$ cat config.mk
export PLATFORM = sky130hd
export DESIGN_NAME = obwc_loader
export DESIGN_NICKNAME = d
export VERILOG_FILES = /design/src/obwc_decode.v /design/src/obwc_loader.v
export VERILOG_INCLUDE_DIRS = /design/src
export SDC_FILE = /design/constraint.sdc
export NUM_CORES = 1
export LEC_CHECK = 0
export ABC_AREA = 1
export BUFFER_PORTS_ARGS = -buffer_cell sky130_fd_sc_hd__buf_4
export CORE_UTILIZATION = 45
export DETAILED_ROUTE_END_ITERATION = 7
export HOLD_SLACK_MARGIN = 0.08
export PLACE_DENSITY = 0.88
export SLEW_MARGIN = 20
export SYNTH_ARGS = -nofsm -noshare
export SYNTH_HDL_FRONTEND = slang
export SYNTH_SLANG_ARGS = --single-unit
$ cat constraint.sdc
create_clock -name clock -period 1.8 [get_ports clock]
set_input_delay 0.18 -clock clock [delete_from_list [all_inputs] [get_ports clock]]
set_output_delay 0.18 -clock clock [all_outputs]
set_load 0.05 [all_outputs]
$ cat src/obwc_defs.vh
// Constants for the boot configuration byte loader.
// Assumes inclusion by bare name from the loader files.
`ifndef OBWC_DEFS_VH
`define OBWC_DEFS_VH
// ==========================================
// Flash locations
`define OBWC_FLASH_AW        16
`define OBWC_ADDR_PRIMARY    16'h0080
`define OBWC_ADDR_SWAP       16'h1080
// ==========================================
// Field positions of the configuration byte
`define OBWC_BIT_SPARE       7
`define OBWC_WIN_HI          6
`define OBWC_WIN_LO          5
`define OBWC_BIT_RUN         4
`define OBWC_OVF_HI          3
`define OBWC_OVF_LO          1
`define OBWC_BIT_LOCK        0
`define OBWC_OVF_BASE_EXP    5'h0A
// ==========================================
// APB register map (byte addresses)
`define OBWC_REG_CFG         12'h080
`define OBWC_REG_CTRL        12'h004
`define OBWC_REG_STAT        12'h008
`define OBWC_CTRL_RESET      8'h00
// ==========================================
// Timing: flash read wait, cycles of clock
`define OBWC_FLASH_WAIT      2'h2
`endif

$ cat src/obwc_decode.v
// Field decoder for the latched configuration byte.
// Assumes the byte is stable; purely combinational.
`timescale 1ns/1ps
`include "obwc_defs.vh"
module obwc_decode (
  input  wire [7:0] cfg_byte,
  output wire [1:0] window_open_sel,
  output wire [6:0] window_open_pct,
  output wire       wdt_run_at_reset,
  output wire [2:0] wdt_overflow_sel,
  output wire [4:0] wdt_overflow_exp,
  output wire       lowspeed_osc_lock,
  output wire       cfg_illegal
);
  function [6:0] obwc_pct;
    input [1:0] code;
    begin
      case (code)
        2'h0:    obwc_pct = 7'h19;
        2'h1:    obwc_pct = 7'h32;
        2'h2:    obwc_pct = 7'h4B;
        default: obwc_pct = 7'h64;
      endcase
    end
  endfunction
  assign window_open_sel   = cfg_byte[`OBWC_WIN_HI:`OBWC_WIN_LO];
  assign window_open_pct   = obwc_pct(window_open_sel);
  assign wdt_run_at_reset  = cfg_byte[`OBWC_BIT_RUN];
  assign wdt_overflow_sel  = cfg_byte[`OBWC_OVF_HI:`OBWC_OVF_LO];
  assign wdt_overflow_exp  = `OBWC_OVF_BASE_EXP + {2'h0, wdt_overflow_sel};
  assign lowspeed_osc_lock = cfg_byte[`OBWC_BIT_LOCK];
  // Forbidden pairing and nonzero spare bit are flagged, not corrected
  assign cfg_illegal = ((wdt_overflow_sel == 3'h0) && (window_open_sel == 2'h0))
                       || cfg_byte[`OBWC_BIT_SPARE];
endmodule

$ cat src/obwc_loader.v
// Boot configuration byte loader with watchdog and oscillator controls.
// Assumes a flash read port with fixed latency and an APB master.
//
// What this block does
// - Read one config byte from primary location, or swap location during boot swap.
// - Bits 6..5 select window open at 25, 50, 75 or 100 percent.
// - Bit 4 at 1 starts watchdog counting after reset; at 0 stays stopped until a CTRL write sets bit 1.
// - Bits 3..1 give overflow as two to the (10 plus code) oscillator periods.
// - Bit 0 at 1 keeps oscillator running despite a stop request.
// - Watchdog keeps counting during self-programming.
// - With lock at 0, watchdog count clock is gated in halt and stop.
// - Aux timer keeps its oscillator clock in halt and stop while it selects the oscillator and no stop is requested.
`timescale 1ns/1ps
`include "obwc_defs.vh"
module obwc_loader (
  input  wire        clock,
  input  wire        sys_rst,
  // Flash read port
  output reg  [15:0] flash_addr,
  output reg         flash_rd,
  input  wire [7:0]  flash_rdata,
  input  wire        boot_swap,
  // Power mode and activity pins
  input  wire        halt_mode,
  input  wire        stop_mode,
  input  wire        self_prog_busy,
  input  wire        aux_timer_sel_lsosc,
  // APB
  input  wire        psel,
  input  wire        penable,
  input  wire        pwrite,
  input  wire [11:0] paddr,
  input  wire [31:0] pwdata,
  output reg  [31:0] prdata,
  output reg         pready,
  output reg         pslverr,
  // Decoded outputs
  output reg         cfg_valid,
  output reg  [1:0]  window_open_sel,
  output reg  [4:0]  wdt_overflow_exp,
  output reg         wdt_count_enable,
  output reg         wdt_clk_gate_en,
  output reg         lowspeed_osc_run,
  output reg         aux_timer_clk_en
);
  // ==========================================
  // Loader states
  localparam [3:0] ST_IDLE = 4'b0001;
  localparam [3:0] ST_READ = 4'b0010;
  localparam [3:0] ST_WAIT = 4'b0100;
  localparam [3:0] ST_DONE = 4'b1000;

  reg [3:0] state_r;
  reg [1:0] wait_r;
  reg [7:0] cfg_r;
  reg       swap_m_r, swap_r;
  reg [3:0] halt_m_r, mode_r;
  reg       lsosc_stop_r;
  reg       wdt_started_r;

  wire [1:0] dec_win;
  wire [6:0] dec_pct;
  wire       dec_run;
  wire [2:0] dec_ovf;
  wire [4:0] dec_exp;
  wire       dec_lock;
  wire       dec_illegal;

  obwc_decode u_dec (
    .cfg_byte          (cfg_r),
    .window_open_sel   (dec_win),
    .window_open_pct   (dec_pct),
    .wdt_run_at_reset  (dec_run),
    .wdt_overflow_sel  (dec_ovf),
    .wdt_overflow_exp  (dec_exp),
    .lowspeed_osc_lock (dec_lock),
    .cfg_illegal       (dec_illegal)
  );

  // ==========================================
  // Pin synchronisers
  always @(posedge clock or posedge sys_rst) begin
    if (sys_rst) begin
      swap_m_r <= 1'b0;
      swap_r   <= 1'b0;
      halt_m_r <= 4'h0;
      mode_r   <= 4'h0;
    end else begin
      swap_m_r <= boot_swap;
      swap_r   <= swap_m_r;
      halt_m_r <= {aux_timer_sel_lsosc, self_prog_busy, stop_mode, halt_mode};
      mode_r   <= halt_m_r;
    end
  end

  wire low_power = mode_r[0] | mode_r[1];

  // ==========================================
  // One-shot load after reset release
  always @(posedge clock or posedge sys_rst) begin
    if (sys_rst) begin
      state_r    <= ST_IDLE;
      wait_r     <= 2'h0;
      cfg_r      <= 8'h00;
      cfg_valid  <= 1'b0;
      flash_addr <= 16'h0000;
      flash_rd   <= 1'b0;
    end else begin
      case (state_r)
        ST_IDLE: begin
          // Two cycles, so the swap synchroniser held in reset has settled
          if (wait_r == 2'h1) begin
            wait_r  <= 2'h0;
            state_r <= ST_READ;
          end else begin
            wait_r <= wait_r + 2'h1;
          end
        end
        ST_READ: begin
          flash_addr <= swap_r ? `OBWC_ADDR_SWAP : `OBWC_ADDR_PRIMARY;
          flash_rd   <= 1'b1;
          wait_r     <= `OBWC_FLASH_WAIT;
          state_r    <= ST_WAIT;
        end
        ST_WAIT: begin
          flash_rd <= 1'b0;
          if (wait_r == 2'h0) begin
            cfg_r     <= flash_rdata;
            cfg_valid <= 1'b1;
            state_r   <= ST_DONE;
          end else begin
            wait_r <= wait_r - 2'h1;
          end
        end
        ST_DONE: begin
          // Held until next reset
          state_r <= ST_DONE;
        end
        default: state_r <= ST_IDLE;
      endcase
    end
  end

  // ==========================================
  // Software stop request and watchdog start
  wire        acc    = psel & penable;
  wire        wr_hit = acc & pwrite & (paddr == `OBWC_REG_CTRL);

  always @(posedge clock or posedge sys_rst) begin
    if (sys_rst) begin
      lsosc_stop_r  <= 1'b0;
      wdt_started_r <= 1'b0;
    end else begin
      if (wr_hit) begin
        lsosc_stop_r <= pwdata[0];
        if (pwdata[1])
          wdt_started_r <= 1'b1;
      end
      if (cfg_valid && dec_run)
        wdt_started_r <= 1'b1;
    end
  end

  // ==========================================
  // Decoded outputs, all registered
  always @(posedge clock or posedge sys_rst) begin
    if (sys_rst) begin
      window_open_sel  <= 2'h0;
      wdt_overflow_exp <= 5'h0;
      wdt_count_enable <= 1'b0;
      wdt_clk_gate_en  <= 1'b0;
      lowspeed_osc_run <= 1'b1;
      aux_timer_clk_en <= 1'b0;
    end else begin
      window_open_sel  <= dec_win;
      wdt_overflow_exp <= dec_exp;
      // Self-programming does not pause counting
      wdt_count_enable <= cfg_valid & wdt_started_r;
      wdt_clk_gate_en  <= cfg_valid & ~(low_power & ~dec_lock);
      lowspeed_osc_run <= dec_lock | ~lsosc_stop_r;
      aux_timer_clk_en <= mode_r[3] & ~lsosc_stop_r;
    end
  end

  // ==========================================
  // APB slave, zero wait states
  always @(posedge clock or posedge sys_rst) begin
    if (sys_rst) begin
      prdata  <= 32'h0;
      pready  <= 1'b0;
      pslverr <= 1'b0;
    end else begin
      pready  <= psel & ~penable;
      pslverr <= 1'b0;
      prdata  <= 32'h0;
      if (psel & ~penable) begin
        case (paddr)
          `OBWC_REG_CFG: begin
            prdata  <= {24'h0, cfg_r};
            pslverr <= pwrite;
          end
          `OBWC_REG_CTRL: prdata <= {30'h0, wdt_started_r, lsosc_stop_r};
          `OBWC_REG_STAT: prdata <= {21'h0, dec_pct, mode_r[2], dec_illegal,
                                     lowspeed_osc_run, cfg_valid};
          default: pslverr <= 1'b1;
        endcase
      end
    end
  end
endmodule

==> flow_summary.yaml, run 1 <==
status:
  status: "completed"
hold_path:
  hold_depth: 3
  hp-start: "flash_rdata[3]"
  hold_class: "in -> reg"
  worstHoldEndpoint: "cfg_r[3]"
synth:
  yosysTopAreaCell: "dfrtp_1"
  synth.avg_cell_area_um2: 9.29
  syn_inst: 268
  seq_area_frac_synth: 0.544
  synthTopCellsByArea: "dfrtp_1 (52%), buf_4 (11%), nand2_1 (6.6%)"
  synth_edf_count: 0
  ys_warn_count: 0
  synthesis.area_um2: 2490
  synth-main-ff-cell: "dfrtp_1"
  synth_top_area_share: 0.523
  synth_cell_types: 25
  async_reset_ff_frac: 1.00
  ys_seq_elements: 54
drt:
  drc: 0
  wire_per_inst_um: 10.4
  drt_iter0_markers: 94
  viasPerCell: 4.33
  firstDrtPassIters: 4
  wl_um: 4250
  vias: 1770
  ant_nets: 0
cells_and_area:
  final_cell_area_um2: 3050
  syn_to_final_growth_pct: 22.4
  antenna_cells: 0
  nNetsFinal: 408
  register_area_um2: 1350
  fillers: 468
  drive_gt1_frac: 0.257
  multi_input_area_um2: 838
global_routing:
  track_usage: 0.158
  use_met3: 0.0455
  busiest_layer: "met2"
  grt_max_degree: 55
  grtUsageMet1: 0.177
  use_met2: 0.287
  antenna_found_initial: 0
  grt_pass1_wl_um: 7130
  grt_overflow_total: 0
  grt_pass1_vias: 1636
pwr:
  pwr-share-comb: 0.161
  ir_drop_v: 0.000381
  power_density_nw_per_um2: 775
  p_int_mw: 1.69
  clkPwrFrac: 0.304
  pwr-share-seq: 0.535
  p_sw_uw: 670
  p_sw_frac: 0.283
  p_leak_nw: 1.66
run:
  drv_cap: 0
timing:
  finalCriticalPeriod_ns: 1.45
  slew_violations: 0
  finalHoldViolCount: 0
  finalClockSkew_ns: 0.00858
  fin_crit_sh: 0.808
  setup_viol: 0
  setup_tns_ns: 0
  rsz0062_at_grt: "false"
  fmax_ghz: 0.688
cts:
  cts_max_level: 2
  clock_path_buffers: 2
  postCtsSetupBuffers: 0
  clock_sinks: 54
  cts_root_buf: "clkbuf_8"
  cts_tree: "yes"
  path_clk_slew_ns: 0.09
  post_cts_resized: 0
  postCtsHoldBufs: 6
  clock_latency_ns: 0.29
  numCtsBuffers: 5
critical_path:
  cp_max_fo: 5
  reg2reg_depth: 7
  reg2reg_to: "prdata[4]"
  arrival_ns: 1.64
  cp-end-kind: "flop"
  worstReg2RegStart: "cfg_r[5]"
  crit_path_start_kind: "flop"
  path_class: "reg -> reg"
  reg2reg_slack_ns: 0.35
  required_ns: 1.99
die:
  start_util: 0.478
  coreArea_um2: 5200
  die_w_um: 76.4
  rows: 26
  fp.dieArea_um2: 5830
  die_h_um: 76.4
  io_pins: 125
place:
  place_congestion: 0.860
  dp_hpwl_um: 3240
  portBuffers: 59
  place_area_um2: 2880
==> cell families (layout without fill, tap and decap cells) <==
kind of cell             count (synthesis)  after routing  share of synthesized area
AND/OR/NAND/NOR                        115            115                      0.205
buffers and inverters                   73            110                      0.171
flip-flops                              54             54                      0.544
AO/OA/AOI/OAI                           16             16                     0.0347
adder cells (fa/ha/maj)                  8              8                     0.0402
other                                    1             35                    0.00151
multiplexers                             1              1                    0.00452
==> state kept, by name (all words and copies together), names as in the netlist, 2 cells and up <==
name	cells
flash_addr	2
state_r	4
halt_m_r	4
prdata	11
mode_r	4
cfg_r	8
wait_r	2
wdt_overflow_exp	5
window_open_sel	2
==> Yosys cell counts (2+ instances only) <==
master   number
buf_4        36
o21ai_0       3
dfrtp_1      52
nor2_1       32
nand2_2       3
dfstp_2       2
nand3_1      25
a21oi_1      10
inv_1        34
buf_6         2
ha_1          8
or2_2         2
nor2_2        4
nand2_1      44
==> critical path: stages, from the launching register on <==
cell     delay [ns]
dfrtp_1        0.44
inv_1          0.10
ha_1           0.24
or2_2          0.31
nand4_1        0.11
nand2_1        0.07
inv_1          0.06
nor2_1         0.03
==> metal layers <==
| layer | up-vias | routed length [um] |
|---|---|---|
| met3 | 2 | 210 |
| met1 | 817 | 1730 |
| met5 | - | 0 |
| met2 | 62 | 2290 |
| met4 | 0 | 17 |
| li1 | 889 | - |
==> worst max-delay path by stage <==
stage | start | end | slack (ns)
after floorplan | sys_rst | aux_timer_clk_en | 0.31
after global placement | cfg_r[5] | prdata[4] | 0.42
after detailed placement | cfg_r[5] | prdata[4] | 0.37
after CTS | cfg_r[5] | prdata[4] | 0.36
after global routing | cfg_r[5] | prdata[4] | 0.23
final | cfg_r[5] | prdata[4] | 0.35
==> power groups by stage <==
stage | Clock [mW] | Sequential, mW | Combinational [mW]
3_5_place_dp | 0 | 1.29 | 0.372
3_3_place_gp | 0 | 1.29 | 0.368
2_1_floorplan | 0 | 1.34 | 0.276
6_report | 0.718 | 1.26 | 0.381
5_1_grt | 0.792 | 1.27 | 0.405
4_1_cts | 0.738 | 1.26 | 0.383
==> stage by stage <==
stage	utilization	total power [mW]	hold slack (ns)	instances	worst slack, ns
after detailed placement	0.554	1.66	0.252	395	0.374
after global routing	0.586	2.47	0.123	409	0.226
final	0.586	2.36	0.119	409	0.346
after CTS	0.586	2.39	0.115	409	0.359
after global placement	0.554	1.66	0.250	395	0.422
after floorplan	-	1.62	0.211	302	0.309
==> layout by cell type (no fill, tap or decap), drive strengths merged <==
| cell | n |
|---|---|
| o21ai | 5 |
| o211ai | 1 |
| nand4 | 1 |
| clkbuf | 7 |
| inv | 34 |
| dfstp | 2 |
| nor2 | 36 |
| nand2 | 48 |
| and2 | 1 |
| buf | 61 |
| nand3 | 26 |
| dlygate4sd3 | 6 |
| or2 | 2 |
| clkinv | 2 |
| conb | 35 |
| nand3b | 1 |
| mux2 | 1 |
| ha | 8 |
| a21oi | 10 |
| dfrtp | 52 |
==> area by class of cell <==
type                    count  share of cell area
inverters                  35              0.0435
flip-flops and latches     54               0.444
well taps                  70              0.0287
multi-input cells         175               0.275
repair buffers             67               0.174
clock inverters             1             0.00287
clock buffers               7              0.0316
(Power assumes the default switching activity.)
==> run 2: changes to the inputs <==
--- a/config.mk
+++ b/config.mk
@@ -6,12 +6,12 @@
 export SDC_FILE = /design/constraint.sdc
 export NUM_CORES = 1
 export LEC_CHECK = 0
-export ABC_AREA = 1
+export ABC_AREA = 0
 export BUFFER_PORTS_ARGS = -buffer_cell sky130_fd_sc_hd__buf_4
 export CORE_UTILIZATION = 45
 export DETAILED_ROUTE_END_ITERATION = 7
 export HOLD_SLACK_MARGIN = 0.08
-export PLACE_DENSITY = 0.88
+export PLACE_DENSITY = 0.89
 export SLEW_MARGIN = 20
 export SYNTH_ARGS = -nofsm -noshare
 export SYNTH_HDL_FRONTEND = slang
==> constraint.sdc (replaced) <==
create_clock -name clock -period 1.37 [get_ports clock]
set_input_delay 0.137 -clock clock [delete_from_list [all_inputs] [get_ports clock]]
set_output_delay 0.137 -clock clock [all_outputs]
set_load 0.05 [all_outputs]
==> flow_summary.yaml, run 2 <==
status:
  status: "complete, but fails checks"
  violations: "negative setup slack"
synth:
  synth-main-ff-cell: "dfrtp_1"
  synth_commonest_cells: "dfrtp_1 (52), buf_4 (36), nor2_1 (16), inv_1 (10), mux2_2 (10)"
  synthMostInstantiatedCell: "dfrtp_1"
  synthTopCellsByArea: "dfrtp_1 (54%), buf_4 (11%), mux2_2 (4.7%)"
  synth_top_area_share: 0.541
  synthesis.area_um2: 2400
  async_reset_ff_frac: 1.00
  ys_seq_elements: 54
  yosysTopAreaCell: "dfrtp_1"
  synth.avg_cell_area_um2: 11.7
  synth_cell_types: 40
  seq_area_frac_synth: 0.563
  syn_inst: 206
  synth_edf_count: 0
  ys_warn_count: 0
cells_and_area:
  syn_to_final_growth_pct: 36.1
  antenna_cells: 0
  multi_input_area_um2: 905
  reg_top3: "prdata x11, cfg_r x8, wdt_overflow_exp x5"
  drive_gt1_frac: 0.375
  final_cell_mix: "buf_4 (77), dfrtp_1 (50), conb_1 (35)"
  register_area_um2: 1360
  nNetsFinal: 373
  largest_register_ffs: 11
  fin_util: 0.637
  layout_commonest_cell: "buf_4"
  fillers: 432
  final_cell_area_um2: 3270
  top_register: "prdata"
global_routing:
  grt_pass1_vias: 1489
  antenna_found_initial: 0
  grt_overflow_total: 0
  track_usage: 0.171
  grt_pass1_wl_um: 6970
  grt_max_degree: 55
cts:
  cts_max_level: 2
  clock_latency_ns: 0.30
  path_clk_slew_ns: 0.09
  clock_sinks: 54
  numCtsBuffers: 5
  clock_path_buffers: 2
  cts_tree: "yes"
  postCtsSetupBuffers: 0
  cts_root_buf: "clkbuf_8"
pwr:
  ir_drop_v: 0.000474
  power_density_nw_per_um2: 1010
  p_leak_nw: 1.57
critical_path:
  cp_max_fo: 4
  crit_path_start_kind: "flop"
  required_ns: 1.57
  path_class: "reg -> reg"
  cp-end-kind: "flop"
  arrival_ns: 1.73
timing:
  finalClockSkew_ns: 0.00546
  setup_slack_ns: -0.159
  finalCriticalPeriod_ns: 1.53
  finalHoldViolCount: 0
  setup_tns_ns: -1.35
  fin_crit_sh: 1.12
  setup_viol: 11
  fmax_ghz: 0.654
  slew_violations: 0
  rsz0062_at_grt: "true"
place:
  dp_hpwl_um: 3300
  place_congestion: 0.773
  portBuffers: 59
  place_area_um2: 2950
drt:
  drt_iter0_markers: 92
  wire_per_inst_um: 12.0
  ant_nets: 0
  viasPerCell: 4.53
  firstDrtPassIters: 4
  wl_um: 4500
  drc: 0
  vias: 1694
die:
  die_h_um: 75.1
  die_w_um: 75.1
  io_pins: 125
  coreArea_um2: 5140
  start_util: 0.468
  rows: 26
  fp.dieArea_um2: 5640
run:
  drv_cap: 0
hold_path:
  hold_class: "in -> reg"
==> run 2: critical path, cell delays in order, from the launching register on <==
cell and delay, ns:
dfstp_2 0.38, or4b_4 0.56, inv_2 0.11, nand2_2 0.09
mux2_2 0.28
==> run 2: layout make-up <==
cell class              count  share of cell area
clock buffers               6              0.0252
clock inverters             2              0.0119
inverters                  11              0.0138
multi-input cells         137               0.276
flip-flops and latches     54               0.414
well taps                  70              0.0268
repair buffers             94               0.232
==> run 2: kinds of logic (layout without fill, tap and decap cells) <==
family / after synthesis / in the layout / synth area share
flip-flops: 54 / 54 / 0.563
AND/OR/NAND/NOR: 53 / 54 / 0.127
buffers and inverters: 50 / 113 / 0.135
AO/OA/AOI/OAI: 28 / 28 / 0.0775
multiplexers: 10 / 10 / 0.0468
adder cells (fa/ha/maj): 8 / 8 / 0.0416
XOR/XNOR: 2 / 2 / 0.00729
other: 1 / 35 / 0.00156
==> run 2: worst paths after layout <==
path                       slack (ns)               end  depth (start not counted)         from
max                             -0.16          cfg_r[7]                          4   state_r[0]
min                              0.17           pslverr                          3       pwrite
max reg2reg                     -0.16          cfg_r[7]                          4   state_r[0]
min reg2reg                      0.36         mode_r[0]                          0  halt_m_r[0]
max in group asynchronous        0.63  lowspeed_osc_run                          4      sys_rst
min in group asynchronous        0.46        prdata[10]                          4      sys_rst
==> run 2: layer usage <==
layer	wire, um	part of all wire	global-route usage	vias to the layer above
li1	-	-	-	813
met1	1910	0.43	0.231	807
met2	2240	0.50	0.272	68
met3	286	0.064	0.0348	6
met4	62	0.014	0.0629	0
met5	0	0	0	-
==> run 2: timing repair <==
action	4_1_cts	5_1_grt
gates cloned	0	1
hold buffers	16	0
endpoints found under the hold margin	67	0
endpoints found under the setup margin	11	15
pin swaps	1	1
gates resized for setup	3	4
==> run 2: report_power, final <==
group | switching (mW) | internal [mW] | total [mW]
clock network | 0.499 | 0.601 | 1.10
registers | 0.0260 | 1.64 | 1.67
logic | 0.375 | 0.154 | 0.529
==> run 2: through the flow <==
step	hold slack [ns]	setup WS (ns)	std cells	power, mW
after CTS	0.174	-0.145	373	3.32
final	0.173	-0.159	374	3.29
after global placement	0.228	-0.174	349	2.18
after global routing	0.172	-0.207	374	3.42
after detailed placement	0.231	-0.203	349	2.19
after floorplan	0.168	-0.221	240	2.12
